[config.mk]
export PLATFORM = sky130hd
export DESIGN_NAME = dcd_top
export DESIGN_NICKNAME = d
export VERILOG_FILES = /design/src/dcd_pkg.sv /design/src/dcd_step.sv /design/src/dcd_bus.sv /design/src/dcd_top.sv
export SDC_FILE = /design/constraint.sdc
export NUM_CORES = 2
export LEC_CHECK = 0
export ABC_AREA = 1
export BUFFER_PORTS_ARGS = -buffer_cell sky130_fd_sc_hd__buf_2
export CAP_MARGIN = 20
export CORE_UTILIZATION = 55
export CTS_CLUSTER_DIAMETER = 100
export DETAILED_ROUTE_END_ITERATION = 8
export GPL_ROUTABILITY_DRIVEN = 1
export HOLD_SLACK_MARGIN = 0.12
export PLACE_DENSITY = 0.72
export SYNTH_ARGS = -nofsm -noshare
export SYNTH_HDL_FRONTEND = slang
export SYNTH_SLANG_ARGS = --single-unit
[constraint.sdc]
create_clock -name CLK -period 14.5 [get_ports CLK]
set_clock_uncertainty 0.1 [all_clocks]
set_input_delay 2.9 -clock CLK [delete_from_list [all_inputs] [get_ports CLK]]
set_output_delay 2.9 -clock CLK [all_outputs]
set_load 0.005 [all_outputs]
[src/dcd_pkg.sv]
// shared constants and types for the descriptor chained dma channel
package dcd_pkg;
    localparam int unsigned DESC_BYTES = 16;
    localparam logic [3:0] DESC_OFS_CFG = 4'h0;
    localparam logic [3:0] DESC_OFS_SRC = 4'h4;
    localparam logic [3:0] DESC_OFS_DST = 4'h8;
    localparam logic [3:0] DESC_OFS_LINK = 4'hc;
    // register byte offsets on the wishbone slave
    localparam logic [7:0] REG_TABLE_BASE = 8'h08;
    localparam logic [7:0] REG_CH_STRIDE = 8'h10;
    localparam logic [7:0] REG_CH_FIRST = 8'h40;
    localparam logic [3:0] REG_CH_CFG = 4'h0;
    localparam logic [3:0] REG_CH_XFER = 4'h4;
    localparam logic [3:0] REG_CH_STAT = 4'h8;
    localparam logic [3:0] REG_CH_TRIG = 4'hc;
    // channel config fields
    localparam int unsigned CFG_PERIPH_EN = 0;
    localparam int unsigned CFG_HWTRIG_EN = 1;
    localparam int unsigned CFG_TSEL_LSB = 8;
    // transfer config fields
    localparam int unsigned XF_VALID = 0;
    localparam int unsigned XF_RELOAD = 1;
    localparam int unsigned XF_SWTRIG = 2;
    localparam int unsigned XF_CLEAR_TRIGGER_ON_EXHAUST = 3;
    localparam int unsigned XF_SETINT = 4;
    localparam int unsigned XF_WIDTH_LSB = 8;
    localparam int unsigned XF_SRC_LSB = 12;
    localparam int unsigned XF_DST_LSB = 14;
    localparam int unsigned XF_CNT_LSB = 16;
    localparam int unsigned XF_CNT_W = 10;
    localparam int unsigned XF_BURST = 5;
    localparam logic [31:0] RESET_WORD = 32'h0000_0000;
    typedef enum {
        DCD_IDLE, DCD_FETCH, DCD_RD, DCD_WR, DCD_DONE
    } dcd_state_t;
endpackage

[src/dcd_step.sv]
// address step and start address arithmetic for one side of a transfer
`timescale 1ns/1ps
module dcd_step (
    input wire logic [31:0] end_addr,
    input wire logic [1:0] step_sel,
    input wire logic [1:0] width_sel,
    input wire logic [9:0] count_left,
    output logic [31:0] addr
);
    logic [31:0] step_bytes;
    always_comb begin
        // step of 0 keeps a fixed address, else 1, 2 or 4 elements
        case (step_sel)
            2'h0: step_bytes = 32'h0;
            2'h1: step_bytes = 32'h1 << width_sel;
            2'h2: step_bytes = 32'h2 << width_sel;
            default: step_bytes = 32'h4 << width_sel;
        endcase
        // count_left holds remaining minus one, so the last access hits end_addr
        addr = end_addr - 32'(step_bytes * 32'(count_left));
    end
endmodule

[src/dcd_bus.sv]
// wishbone master for single word and sub word accesses
`timescale 1ns/1ps
module dcd_bus (
    input wire logic clk,
    input wire logic rst_n,
    input wire logic req,
    input wire logic we,
    input wire logic [31:0] addr,
    input wire logic [31:0] wdata,
    input wire logic [1:0] width_sel,
    output logic done,
    output logic [31:0] rdata,
    output logic m_cyc,
    output logic m_stb,
    output logic m_we,
    output logic [31:0] m_adr,
    output logic [31:0] m_dat_o,
    output logic [3:0] m_sel,
    input wire logic [31:0] m_dat_i,
    input wire logic m_ack
);
    typedef struct packed {
        logic busy;
        logic we;
        logic [31:0] adr;
        logic [31:0] dat;
        logic [3:0] sel;
        logic [31:0] rd;
        logic done;
    } dcd_bus_st_t;
    dcd_bus_st_t s_reg, s_next;
    logic [1:0] lane;
    always_comb begin
        s_next = s_reg;
        s_next.done = 1'b0;
        lane = addr[1:0];
        if (!s_reg.busy && req && !s_reg.done) begin
            s_next.busy = 1'b1;
            s_next.we = we;
            s_next.adr = {addr[31:2], 2'h0};
            case (width_sel)
                2'h0: s_next.sel = 4'h1 << lane;
                2'h1: s_next.sel = 4'h3 << {lane[1], 1'b0};
                default: s_next.sel = 4'hf;
            endcase
            s_next.dat = wdata << {lane, 3'h0};
        end else if (s_reg.busy && m_ack) begin
            s_next.busy = 1'b0;
            s_next.done = 1'b1;
            s_next.rd = m_dat_i >> {s_reg.adr[1:0], 3'h0};
            if (s_reg.sel == 4'hf) begin
                s_next.rd = m_dat_i;
            end else if (s_reg.sel[1:0] == 2'h0) begin
                s_next.rd = m_dat_i >> (s_reg.sel[2] ? 16 : 24);
                if (s_reg.sel == 4'hc) begin
                    s_next.rd = m_dat_i >> 16;
                end
            end else if (s_reg.sel == 4'h2) begin
                s_next.rd = m_dat_i >> 8;
            end
        end
    end
    always_ff @(posedge clk) begin
        if (!rst_n) begin
            s_reg <= '0;
        end else begin
            s_reg <= s_next;
        end
    end
    assign rdata = s_reg.rd;
    assign done = s_reg.done;
    assign m_cyc = s_reg.busy;
    assign m_stb = s_reg.busy;
    assign m_we = s_reg.we;
    assign m_adr = s_reg.adr;
    assign m_dat_o = s_reg.dat;
    assign m_sel = s_reg.sel;
endmodule

[src/dcd_top.sv]
// multi channel descriptor chained dma with wishbone slave and master
// Operation
// - a channel starts from its request line or a selected trigger
// - triggered work may still be paced by the peripheral request
// - addresses may be fixed or incrementing on either side
// - every channel drives a trigger output usable by other channels
// - descriptor: transfer config (read on reload only), source end, destination end, link
// - start address is end minus count times step
// - end address names the last element; accesses derive from it
// - exhausted reloading descriptor fetches new one at link address
// - reloaded word 0 replaces the transfer configuration
// - reloading repeats while each new configuration asks for reload
// - without reload the channel does its transfers then stops
// - after exhaustion without reload, requests ignored until reconfigured
// - exhausting in a chain loads the link and raises interrupt
// - one request starts a transfer, burst, descriptor or chain
// - linked descriptors are read from memory when reloaded
// - a writable table base locates initial descriptors
// - clear trigger option drops the trigger on exhaustion
`timescale 1ns/1ps
module dcd_top #(
    parameter int unsigned NCH = 4,
    parameter int unsigned NTRIG = 8,
    parameter int unsigned BURST = 4
) (
    input wire logic CLK,
    input wire logic RST_N,
    input wire logic [31:0] WB_ADR_I,
    input wire logic [31:0] WB_DAT_I,
    output logic [31:0] WB_DAT_O,
    input wire logic WB_WE_I,
    input wire logic [3:0] WB_SEL_I,
    input wire logic WB_STB_I,
    input wire logic WB_CYC_I,
    output logic WB_ACK_O,
    output logic M_CYC_O,
    output logic M_STB_O,
    output logic M_WE_O,
    output logic [31:0] M_ADR_O,
    output logic [31:0] M_DAT_O,
    output logic [3:0] M_SEL_O,
    input wire logic [31:0] M_DAT_I,
    input wire logic M_ACK_I,
    input wire logic [NCH-1:0] PERIPH_REQ,
    input wire logic [NTRIG-1:0] TRIG_IN,
    output logic [NCH-1:0] TRIG_OUT,
    output logic [NCH-1:0] XFER_IRQ
);
    localparam int unsigned CW = (NCH > 1) ? $clog2(NCH) : 1;
    typedef struct packed {
        dcd_pkg::dcd_state_t st;
        logic [CW-1:0] ch;
        logic [1:0] widx;
        logic [31:0] data;
        logic [2:0] burst;
        logic bus_req;
        logic ack;
        logic [31:0] rdat;
        logic [31:0] descriptor_table_base;
        logic [NCH-1:0][31:0] chcfg;
        logic [NCH-1:0][31:0] transfer_config_reg;
        logic [NCH-1:0][31:0] src_end;
        logic [NCH-1:0][31:0] dst_end;
        logic [NCH-1:0][31:0] link;
        logic [NCH-1:0][9:0] transfer_count;
        logic [NCH-1:0] trig;
        logic [NCH-1:0] active;
        logic [NCH-1:0] fresh;
        logic [NCH-1:0] trig_out;
        logic [NCH-1:0] irq;
        logic [NCH-1:0] req_s1;
        logic [NCH-1:0] req_s2;
        logic [NTRIG-1:0] tr_s1;
        logic [NTRIG-1:0] tr_s2;
        logic [NTRIG-1:0] tr_s3;
    } dcd_st_t;
    dcd_st_t s_reg, s_next;
    logic bus_done;
    logic [31:0] bus_rdata;
    logic [31:0] src_addr;
    logic [31:0] dst_addr;
    logic [31:0] cur_xf;
    logic [31:0] bus_addr;
    logic [NCH-1:0] ready;
    logic [NTRIG-1:0] tr_rise;
    logic [NCH-1:0] ch_ok;
    logic [7:0] woff;
    logic [CW-1:0] wch;
    logic wsel;
    logic [CW-1:0] pick;
    logic any;
    assign cur_xf = s_reg.transfer_config_reg[s_reg.ch];
    assign tr_rise = s_reg.tr_s2 & ~s_reg.tr_s3;
    dcd_step u_src (
        .end_addr(s_reg.src_end[s_reg.ch]),
        .step_sel(cur_xf[dcd_pkg::XF_SRC_LSB +: 2]),
        .width_sel(cur_xf[dcd_pkg::XF_WIDTH_LSB +: 2]),
        .count_left(s_reg.transfer_count[s_reg.ch]),
        .addr(src_addr)
    );
    dcd_step u_dst (
        .end_addr(s_reg.dst_end[s_reg.ch]),
        .step_sel(cur_xf[dcd_pkg::XF_DST_LSB +: 2]),
        .width_sel(cur_xf[dcd_pkg::XF_WIDTH_LSB +: 2]),
        .count_left(s_reg.transfer_count[s_reg.ch]),
        .addr(dst_addr)
    );
    always_comb begin
        case (s_reg.st)
            dcd_pkg::DCD_FETCH: bus_addr = s_reg.fresh[s_reg.ch]
                ? s_reg.descriptor_table_base + 32'(s_reg.ch) * dcd_pkg::DESC_BYTES
                    + 32'({s_reg.widx, 2'h0})
                : s_reg.link[s_reg.ch] + 32'({s_reg.widx, 2'h0});
            dcd_pkg::DCD_WR: bus_addr = dst_addr;
            default: bus_addr = src_addr;
        endcase
    end
    dcd_bus u_bus (
        .clk(CLK),
        .rst_n(RST_N),
        .req(s_reg.bus_req),
        .we(s_reg.st == dcd_pkg::DCD_WR),
        .addr(bus_addr),
        .wdata(s_reg.data),
        .width_sel((s_reg.st == dcd_pkg::DCD_FETCH) ? 2'h2 : cur_xf[dcd_pkg::XF_WIDTH_LSB +: 2]),
        .done(bus_done),
        .rdata(bus_rdata),
        .m_cyc(M_CYC_O),
        .m_stb(M_STB_O),
        .m_we(M_WE_O),
        .m_adr(M_ADR_O),
        .m_dat_o(M_DAT_O),
        .m_sel(M_SEL_O),
        .m_dat_i(M_DAT_I),
        .m_ack(M_ACK_I)
    );
    // per channel readiness: trigger held if hardware triggering enabled, and request if pacing selected
    for (genvar g = 0; g < NCH; g++) begin : g_ch
        assign ch_ok[g] = s_reg.active[g] && s_reg.transfer_config_reg[g][dcd_pkg::XF_VALID];
        assign ready[g] = ch_ok[g] && (s_reg.trig[g] || !s_reg.chcfg[g][dcd_pkg::CFG_HWTRIG_EN])
            && (s_reg.req_s2[g] || !s_reg.chcfg[g][dcd_pkg::CFG_PERIPH_EN]);
    end
    always_comb begin
        pick = '0;
        any = 1'b0;
        // lowest channel wins; a fixed order keeps the arbiter small
        for (int i = NCH - 1; i >= 0; i--) begin
            if (ready[i]) begin
                pick = CW'(i);
                any = 1'b1;
            end
        end
    end
    always_comb begin
        s_next = s_reg;
        s_next.ack = 1'b0;
        s_next.bus_req = 1'b0;
        s_next.trig_out = '0;
        s_next.irq = '0;
        s_next.req_s1 = PERIPH_REQ;
        s_next.req_s2 = s_reg.req_s1;
        s_next.tr_s1 = TRIG_IN;
        s_next.tr_s2 = s_reg.tr_s1;
        s_next.tr_s3 = s_reg.tr_s2;
        woff = WB_ADR_I[7:0];
        wch = CW'((woff - dcd_pkg::REG_CH_FIRST) >> 4);
        wsel = (woff >= dcd_pkg::REG_CH_FIRST)
            && (woff < dcd_pkg::REG_CH_FIRST + 8'(NCH) * dcd_pkg::REG_CH_STRIDE);
        if (WB_CYC_I && WB_STB_I && !s_reg.ack) begin
            s_next.ack = 1'b1;
            s_next.rdat = '0;
            if (woff == dcd_pkg::REG_TABLE_BASE) begin
                s_next.rdat = s_reg.descriptor_table_base;
                if (WB_WE_I) begin
                    s_next.descriptor_table_base = {WB_DAT_I[31:4], 4'h0};
                end
            end else if (wsel) begin
                case (woff[3:0])
                    dcd_pkg::REG_CH_CFG: begin
                        s_next.rdat = s_reg.chcfg[wch];
                        if (WB_WE_I) begin
                            s_next.chcfg[wch] = WB_DAT_I;
                        end
                    end
                    dcd_pkg::REG_CH_XFER: begin
                        s_next.rdat = s_reg.transfer_config_reg[wch];
                        if (WB_WE_I && !(s_reg.st != dcd_pkg::DCD_IDLE && s_reg.ch == wch)) begin
                            // a write rearms the channel from its initial descriptor
                            s_next.transfer_config_reg[wch] = WB_DAT_I;
                            s_next.active[wch] = 1'b0;
                            s_next.fresh[wch] = 1'b1;
                            s_next.trig[wch] = WB_DAT_I[dcd_pkg::XF_SWTRIG];
                        end
                    end
                    dcd_pkg::REG_CH_STAT: s_next.rdat = {20'h0, s_reg.transfer_count[wch],
                        s_reg.trig[wch], s_reg.active[wch]};
                    default: begin
                        s_next.rdat = {31'h0, s_reg.trig[wch]};
                        if (WB_WE_I && WB_DAT_I[0]) begin
                            s_next.trig[wch] = 1'b1;
                        end
                    end
                endcase
            end
        end
        case (s_reg.st)
            dcd_pkg::DCD_IDLE: begin
                for (int i = 0; i < NCH; i++) begin
                    // a valid config not yet loaded pulls the initial descriptor
                    if (!s_reg.active[i] && s_reg.fresh[i]
                        && s_reg.transfer_config_reg[i][dcd_pkg::XF_VALID]
                        && s_next.st == dcd_pkg::DCD_IDLE) begin
                        s_next.st = dcd_pkg::DCD_FETCH;
                        s_next.ch = CW'(i);
                        s_next.widx = 2'h1;
                        s_next.bus_req = 1'b1;
                    end
                end
                if (s_next.st == dcd_pkg::DCD_IDLE && any) begin
                    s_next.st = dcd_pkg::DCD_RD;
                    s_next.ch = pick;
                    s_next.burst = 3'h0;
                    s_next.bus_req = 1'b1;
                end
            end
            dcd_pkg::DCD_FETCH: if (bus_done) begin
                case ({s_reg.widx, 2'h0})
                    dcd_pkg::DESC_OFS_CFG: s_next.transfer_config_reg[s_reg.ch] = bus_rdata;
                    dcd_pkg::DESC_OFS_SRC: s_next.src_end[s_reg.ch] = bus_rdata;
                    dcd_pkg::DESC_OFS_DST: s_next.dst_end[s_reg.ch] = bus_rdata;
                    default: s_next.link[s_reg.ch] = bus_rdata;
                endcase
                if (s_reg.widx == 2'h3) begin
                    s_next.st = dcd_pkg::DCD_IDLE;
                    s_next.fresh[s_reg.ch] = 1'b0;
                    s_next.active[s_reg.ch] = 1'b1;
                    if (s_reg.fresh[s_reg.ch]) begin
                        s_next.transfer_count[s_reg.ch] = cur_xf[dcd_pkg::XF_CNT_LSB +: 10];
                    end else begin
                        s_next.transfer_count[s_reg.ch] =
                            s_next.transfer_config_reg[s_reg.ch][dcd_pkg::XF_CNT_LSB +: 10];
                    end
                end else begin
                    s_next.widx = s_reg.widx + 2'h1;
                    s_next.bus_req = 1'b1;
                end
            end
            dcd_pkg::DCD_RD: if (bus_done) begin
                s_next.data = bus_rdata;
                s_next.st = dcd_pkg::DCD_WR;
                s_next.bus_req = 1'b1;
            end
            dcd_pkg::DCD_WR: if (bus_done) begin
                s_next.st = dcd_pkg::DCD_IDLE;
                s_next.burst = s_reg.burst + 3'h1;
                if (s_reg.transfer_count[s_reg.ch] == '0) begin
                    s_next.st = dcd_pkg::DCD_DONE;
                end else begin
                    s_next.transfer_count[s_reg.ch] = s_reg.transfer_count[s_reg.ch] - 10'h1;
                    // burst option keeps going on one trigger; else pace per request
                    if (cur_xf[dcd_pkg::XF_BURST] && 32'(s_next.burst) < BURST
                        && (s_reg.req_s2[s_reg.ch] || !s_reg.chcfg[s_reg.ch][dcd_pkg::CFG_PERIPH_EN])) begin
                        s_next.st = dcd_pkg::DCD_RD;
                        s_next.bus_req = 1'b1;
                    end
                end
            end
            dcd_pkg::DCD_DONE: begin
                s_next.st = dcd_pkg::DCD_IDLE;
                s_next.trig_out[s_reg.ch] = 1'b1;
                s_next.irq[s_reg.ch] = cur_xf[dcd_pkg::XF_SETINT] | cur_xf[dcd_pkg::XF_RELOAD];
                if (cur_xf[dcd_pkg::XF_CLEAR_TRIGGER_ON_EXHAUST]) begin
                    s_next.trig[s_reg.ch] = 1'b0;
                end
                if (cur_xf[dcd_pkg::XF_RELOAD]) begin
                    s_next.st = dcd_pkg::DCD_FETCH;
                    s_next.widx = 2'h0;
                    s_next.bus_req = 1'b1;
                end else begin
                    // parked until software writes the transfer config again
                    s_next.active[s_reg.ch] = 1'b0;
                    s_next.transfer_config_reg[s_reg.ch][dcd_pkg::XF_VALID] = 1'b0;
                end
            end
            default: s_next.st = dcd_pkg::DCD_IDLE;
        endcase
        // placed last: a new trigger edge wins over a clear in the same cycle
        for (int i = 0; i < NCH; i++) begin
            if (s_reg.chcfg[i][dcd_pkg::CFG_HWTRIG_EN]
                && tr_rise[s_reg.chcfg[i][dcd_pkg::CFG_TSEL_LSB +: 3]]) begin
                s_next.trig[i] = 1'b1;
            end
        end
    end
    always_ff @(posedge CLK) begin
        if (!RST_N) begin
            s_reg <= '0;
            s_reg.st <= dcd_pkg::DCD_IDLE;
        end else begin
            s_reg <= s_next;
        end
    end
    assign WB_ACK_O = s_reg.ack;
    assign WB_DAT_O = s_reg.rdat;
    assign TRIG_OUT = s_reg.trig_out;
    assign XFER_IRQ = s_reg.irq;
endmodule

**Yosys cells after proc, flatten, opt, wreduce, memory -nomap -nowiden**

Index checks and enable logic that the tools add are counted.
Widths: inputs -> output; s select.

- Order comparisons: 11
- Eq/ne operators: 31
- Bitwise gates (word level): 19
- Mux-type cells: 159
- Reductions and logical operators: 102
- Multiply operators: 2
- Add/subtract/negate cells: 9
- Shift operators: 7

Operators with widths:

| operator | count |
|---|---|
| $mux 128 | 11 |
| $bwmux 128 | 6 |
| $mux 32 | 21 |
| $mux 552 | 1 |
| $bmux 32 s2 | 8 |
| $mux 256 | 2 |
| $mux 321 | 1 |
| $mux 36 | 8 |
| $pmux 32 s3 | 3 |
| $pmux 128 s2 | 1 |
| $demux 32 s2 | 3 |
| $logic_not 32->1 | 6 |
| $mux 40 | 4 |
| $pmux 32 s5 | 1 |
| $and 128x128->128 | 1 |
| $not 128->128 | 1 |
| $bwmux 40 | 3 |
| $eq 32x2->1 const B | 3 |
| $pmux 40 s2 | 1 |
| $add 32x4->32 | 2 |
| $eq 32x3->1 const B | 2 |
| $mul 32x10->32 | 2 |
| $pmux 32 s2 | 1 |
| $sub 32x32->32 | 2 |
| 70 further kinds | 246 |

- Input bits: 118
- Word-level logic and storage cells: 390
- Register bits: 966
- Output and inout port bits: 112

**Logic depth before layout (Yosys ltp)**

- Depth in word-level cells: 22
- Depth in mapped cells: 42
- Depth with buffers taken out: 40

**Modules after synthesis**

From an unflattened synthesis, not the netlist that was laid out.

- Cells, all modules: 8033
- Area, all modules: 55650.9 um2

By module, submodules not included:

| module | sequential area each (um2) | times used | cells each | area each (um2) |
|---|---|---|---|---|
| dcd_top | 17316.6 | 1 | 6046 | 42970.0 |
| dcd_bus | 2021.9 | 1 | 697 | 4724.5 |
| dcd_step (u_dst) | 0.0 | 1 | 645 | 3985.1 |
| dcd_step (u_src) | 0.0 | 1 | 645 | 3971.3 |

**Least setup slack after synthesis**

No wires, ideal clock.

- Kind: register to register
- Start point: register s_reg[836] in the netlist's numbering
- End point: register u_bus.s_reg, in the netlist u_bus.m_adr[30]
- Stages on the path, launching flop included: 36
- Required time: 14.283 ns
- Path slack: 8.128 ns
- Setup time: 0.117 ns
- Arrival time: 6.155 ns
- Clock period less this slack: 6.372 ns
- Path buffers: 4
- Path through: dfxtp_1 > buf_6 > nor2_4 > buf_2 > buf_4 > buf_2 > a221oi_1 > o21a_1 > nor2_1 > nand2_1 > nand3_1 > inv_1 > nand2_1 > fa_1 > inv_1 > fa_1 > inv_1 > fa_1 > inv_1 > fa_1 > fa_1 > inv_1 > ha_1 > a21oi_1 > a21boi_0 > o21bai_1 > nand2_1 > nand3_1 > inv_1 > nand2_1 > nand2_1 > nand2_1 > nand2_1 > nand2_1 > nor2_1 > nor2_1

- Cells in the longest elaborated chain, start to end: 7
- Elaborated cells between the ends (all ways): 32
- Those cells by class: 5 x add/sub; 2 x mul; 4 x eq/ne; 3 x shift; 16 x mux; 2 x reduce/logical

RTL lines:

| item | RTL line | RTL |
|---|---|---|
| from (decl) | dcd_top.sv:77 | `dcd_st_t s_reg, s_next;` |
| from (signal assigned) | dcd_top.sv:300 | `s_reg <= s_next;` |
| $bmux 32 s2 | dcd_top.sv:92 | `assign cur_xf = s_reg.transfer_config_reg[s_reg.ch];` |
| $mux 26 (implied by the code) | dcd_top.sv:92 |  |
| $shl 3x2->32 (tied with other cells) | dcd_step.sv:17 | `default: step_bytes = 32'h4 << width_sel;` |
| $pmux 32 s3 | dcd_step.sv:13 | `case (step_sel)` |
| $mul 32x10->32 | dcd_step.sv:20 | `addr = end_addr - 32'(step_bytes * 32'(count_left));` |
| $sub 32x32->32 | dcd_step.sv:20 |  |
| $pmux 32 s2 * | dcd_top.sv:109 | `case (s_reg.st)` |
| to (signal assigned) | dcd_bus.sv:67 | `s_reg <= s_next;` |
| to (decl) | dcd_bus.sv:31 | `dcd_bus_st_t s_reg, s_next;` |

Mark *: on every way between the ends. The rest lies on a longest branch, timed or not. The select of a mux whose other input is x is not followed.
A chain may end at the register's enable or synchronous reset.

**Worst setup path in the final report**

- Start point: register s_reg[835] in the netlist's numbering
- End point: register u_bus.s_reg, in the netlist u_bus.m_adr[29]

Same word-level chain as after synthesis.

==> flow_summary.json <==
{
  "setup_tns_ns": 0,
  "first_pass_iters": 6,
  "cts_tree": "built",
  "vias_per_cell": 6.12,
  "clock_tree.root_cell": "clkbuf_16",
  "grt_pass1_wl_mm": 301,
  "p_per_area_nw_per_um2": 97.0,
  "relSlewSlack_pct": 15.6,
  "vias": 53793,
  "cp-end-kind": "register",
  "cts.hold.buffers_added": 0,
  "die-height_um": 314,
  "drive_above_1_share_pct": 8.51,
  "arrival_ns": 9.09,
  "antenna_found_initial": 5,
  "wl_met3_mm": 23.5,
  "status": "finished clean",
  "clk_path_buf_depth": 3,
  "fill_cells": 8939,
  "drt_iter0_drc": 7104,
  "grt_pass1_vias": 48573,
  "cts_made_buffers": 103,
  "largest_reg_flops": 804,
  "hp-class": "register to register",
  "tightest_slew_ns": 1.27,
  "ys.flop_type": "dfxtp_1",
  "gp_routability_congestion": 1.02,
  "layout.cells.non_filler": 8790,
  "syn-cell-area_um2": 53400,
  "areaGrowthSynthToFinish_pct": 8.73,
  "ys_seq_area_share_pct": 36.2,
  "max_stage_delay_ns": 0.64,
  "ant_nets": 0,
  "ys_warn_count": 0,
  "dr_wl_met2_mm": 85.0,
  "overflow": 0,
  "area.sequential_um2": 19300,
  "wl_met1_mm": 81.2,
  "multiInputGateArea_um2": 28200,
  "final_max_slew_viol_count": 0,
  "cp_max_fo": 29,
  "syn_inst": 7557,
  "start_util_pct": 55.9,
  "cts_resized": 0,
  "topRoutingLayerUsed": "met5",
  "core-area_um2": 95600,
  "ys_types": 78,
  "grt_max_degree": 261,
  "port_buffers": 199,
  "cpMaxStageDelayCell": "inv_2",
  "cts_setup_buffers": 0,
  "synthArstFlopShare_pct": 0,
  "ir_worst_vdd_mv": 0.101,
  "wl_mm": 204,
  "grt_usage_pct": 40.0,
  "clock_insertion_delay_worst_skew_ns": 0.72,
  "path_clk_slew_ns": 0.06,
  "crit_type": "register to register",
  "post-route-period-util_pct": 59.3,
  "die_area_um2": 98400,
  "cts.sinks": 966,
  "drcViolationCount": 0,
  "ios": 230,
  "report.final.hold_viol_count": 0,
  "rows": 113,
  "cp-start-kind": "register",
  "dp_cells": 8594,
  "rsz0062_at_grt": "false",
  "fin_crit_ns": 8.59,
  "setup_viol": 0,
  "synth_area_per_cell_um2": 7.07,
  "die_w_um": 314,
  "place_hpwl_mm": 140,
  "finalNetCount": 7777,
  "cp_data_required_time_ns": 15.00,
  "fmaxAchievable_mhz": 116,
  "synth_edf_count": 0,
  "cap_violations": 0,
  "cellLeakagePower_nw": 24.5,
  "routedWlPerCell_um": 23.2,
  "crit_path_frequent_cell": "inv_1",
  "synth-seq-cells": 966,
  "htree_levels": 3
}
[stage by stage]
| step | hold WS, ns | power [mW] | util (%) | setup WS [ns] | cell area (um^2) |
|---|---|---|---|---|---|
| after global placement | 0.293 | 2.87 | 57.0 | 6.12 | 54400 |
| after detailed placement | 0.298 | 2.87 | 57.0 | 6.17 | 54400 |
| after global routing | 0.329 | 5.76 | 60.8 | 5.56 | 58100 |
| after floorplan | 0.290 | 2.81 | - | 8.13 | 53600 |
| final | 0.295 | 5.63 | 60.8 | 5.91 | 58100 |
| after CTS | 0.303 | 5.64 | 60.7 | 6.13 | 58000 |
[cells in the mapped netlist (94+ instances only)]
master	instances	share of area, %
o211ai_1	110	1.5
nand3_1	307	2.9
a22oi_1	94	1.3
clkbuf_1	309	2.2
dfxtp_1	966	36
inv_1	932	6.5
nor2_1	551	3.9
o21ai_0	902	8.4
o22ai_1	141	1.7
fa_1	98	3.7
nand2_1	1189	8.4
a21oi_1	927	8.7
ha_1	123	2.9
buf_2	117	1.1
[where the power goes]
group,total (mW),switching (mW),internal (mW),leakage (nW)
logic,0.155,0.123,0.0321,15.0
clock network,2.81,1.17,1.64,1.76
registers,2.67,0.00517,2.66,7.79
total,5.63,1.30,4.33,24.5
[kinds of logic (layout without fill, tap and decap cells)]
logic type,Yosys count,count (layout),synth area share (%)
other,1,33,0.00702
adder cells (fa/ha/maj),221,221,6.55
AND/OR/NAND/NOR,2345,2345,18.8
flip-flops,966,966,36.2
XOR/XNOR,37,37,0.606
AO/OA/AOI/OAI,2486,2486,26.4
buffers and inverters,1501,1437,11.5
[layout by cell type, fill, tap and decap left out, types with 13 or more instances in the layout]
cell,n
a211oi_1,18
a21oi_1,927
a221oi_1,33
a22o_1,26
a22oi_1,94
a31oi_1,30
buf_2,199
buf_4,83
clkbuf_1,18
clkbuf_16,106
clkbuf_8,19
clkinv_2,22
conb_1,31
dfxtp_1,966
fa_1,98
ha_1,123
inv_1,930
inv_2,18
nand2_1,1187
nand3_1,303
nand4_1,58
nor2_1,543
nor2_2,13
nor2_4,23
nor3_1,68
o211ai_1,110
o21a_1,45
o21ai_0,902
o21ai_1,21
o221ai_1,51
o22ai_1,141
or2_0,19
or2_2,57
xor2_1,28
[worst max-delay path, delay by kind of cell (launching register included)]
kind	cells	cell delay, ns
adder cells (fa/ha/maj)	6	2.92
AND/OR/NAND/NOR	15	2.50
buffers and inverters	10	1.80
AO/OA/AOI/OAI	5	0.68
flip-flops	1	0.45
[final cells by class]
class	count	area share [%]
multi-input cells	5120	48.6
flip-flops and latches	966	33.3
inverters	960	6.22
clock buffers	143	5.13
repair buffers	287	2.98
well taps	1265	2.72
clock inverters	47	1.06
diodes	2	0.00861
[routing by layer]
| metal | vias up | global-route usage (%) |
|---|---|---|
| li1 | 25006 | - |
| met1 | 25014 | 53.2 |
| met2 | 3108 | 58.9 |
| met3 | 661 | 9.28 |
| met4 | 4 | 24.4 |
| met5 | - | 0 |
[path summary, 6_finish.rpt]
path / start / endpoint / slack [ns] / cells after the start
worst max-delay path: s_reg[835] / u_bus.m_adr[29] / 5.91 / 36
worst min-delay path: s_next[12] / s_next[4] / 0.30 / 2
worst max register to register: s_reg[835] / u_bus.m_adr[29] / 5.91 / 36
worst min register to register: s_next[12] / s_next[4] / 0.30 / 2
No activity file was read; power rests on OpenSTA's default activity.
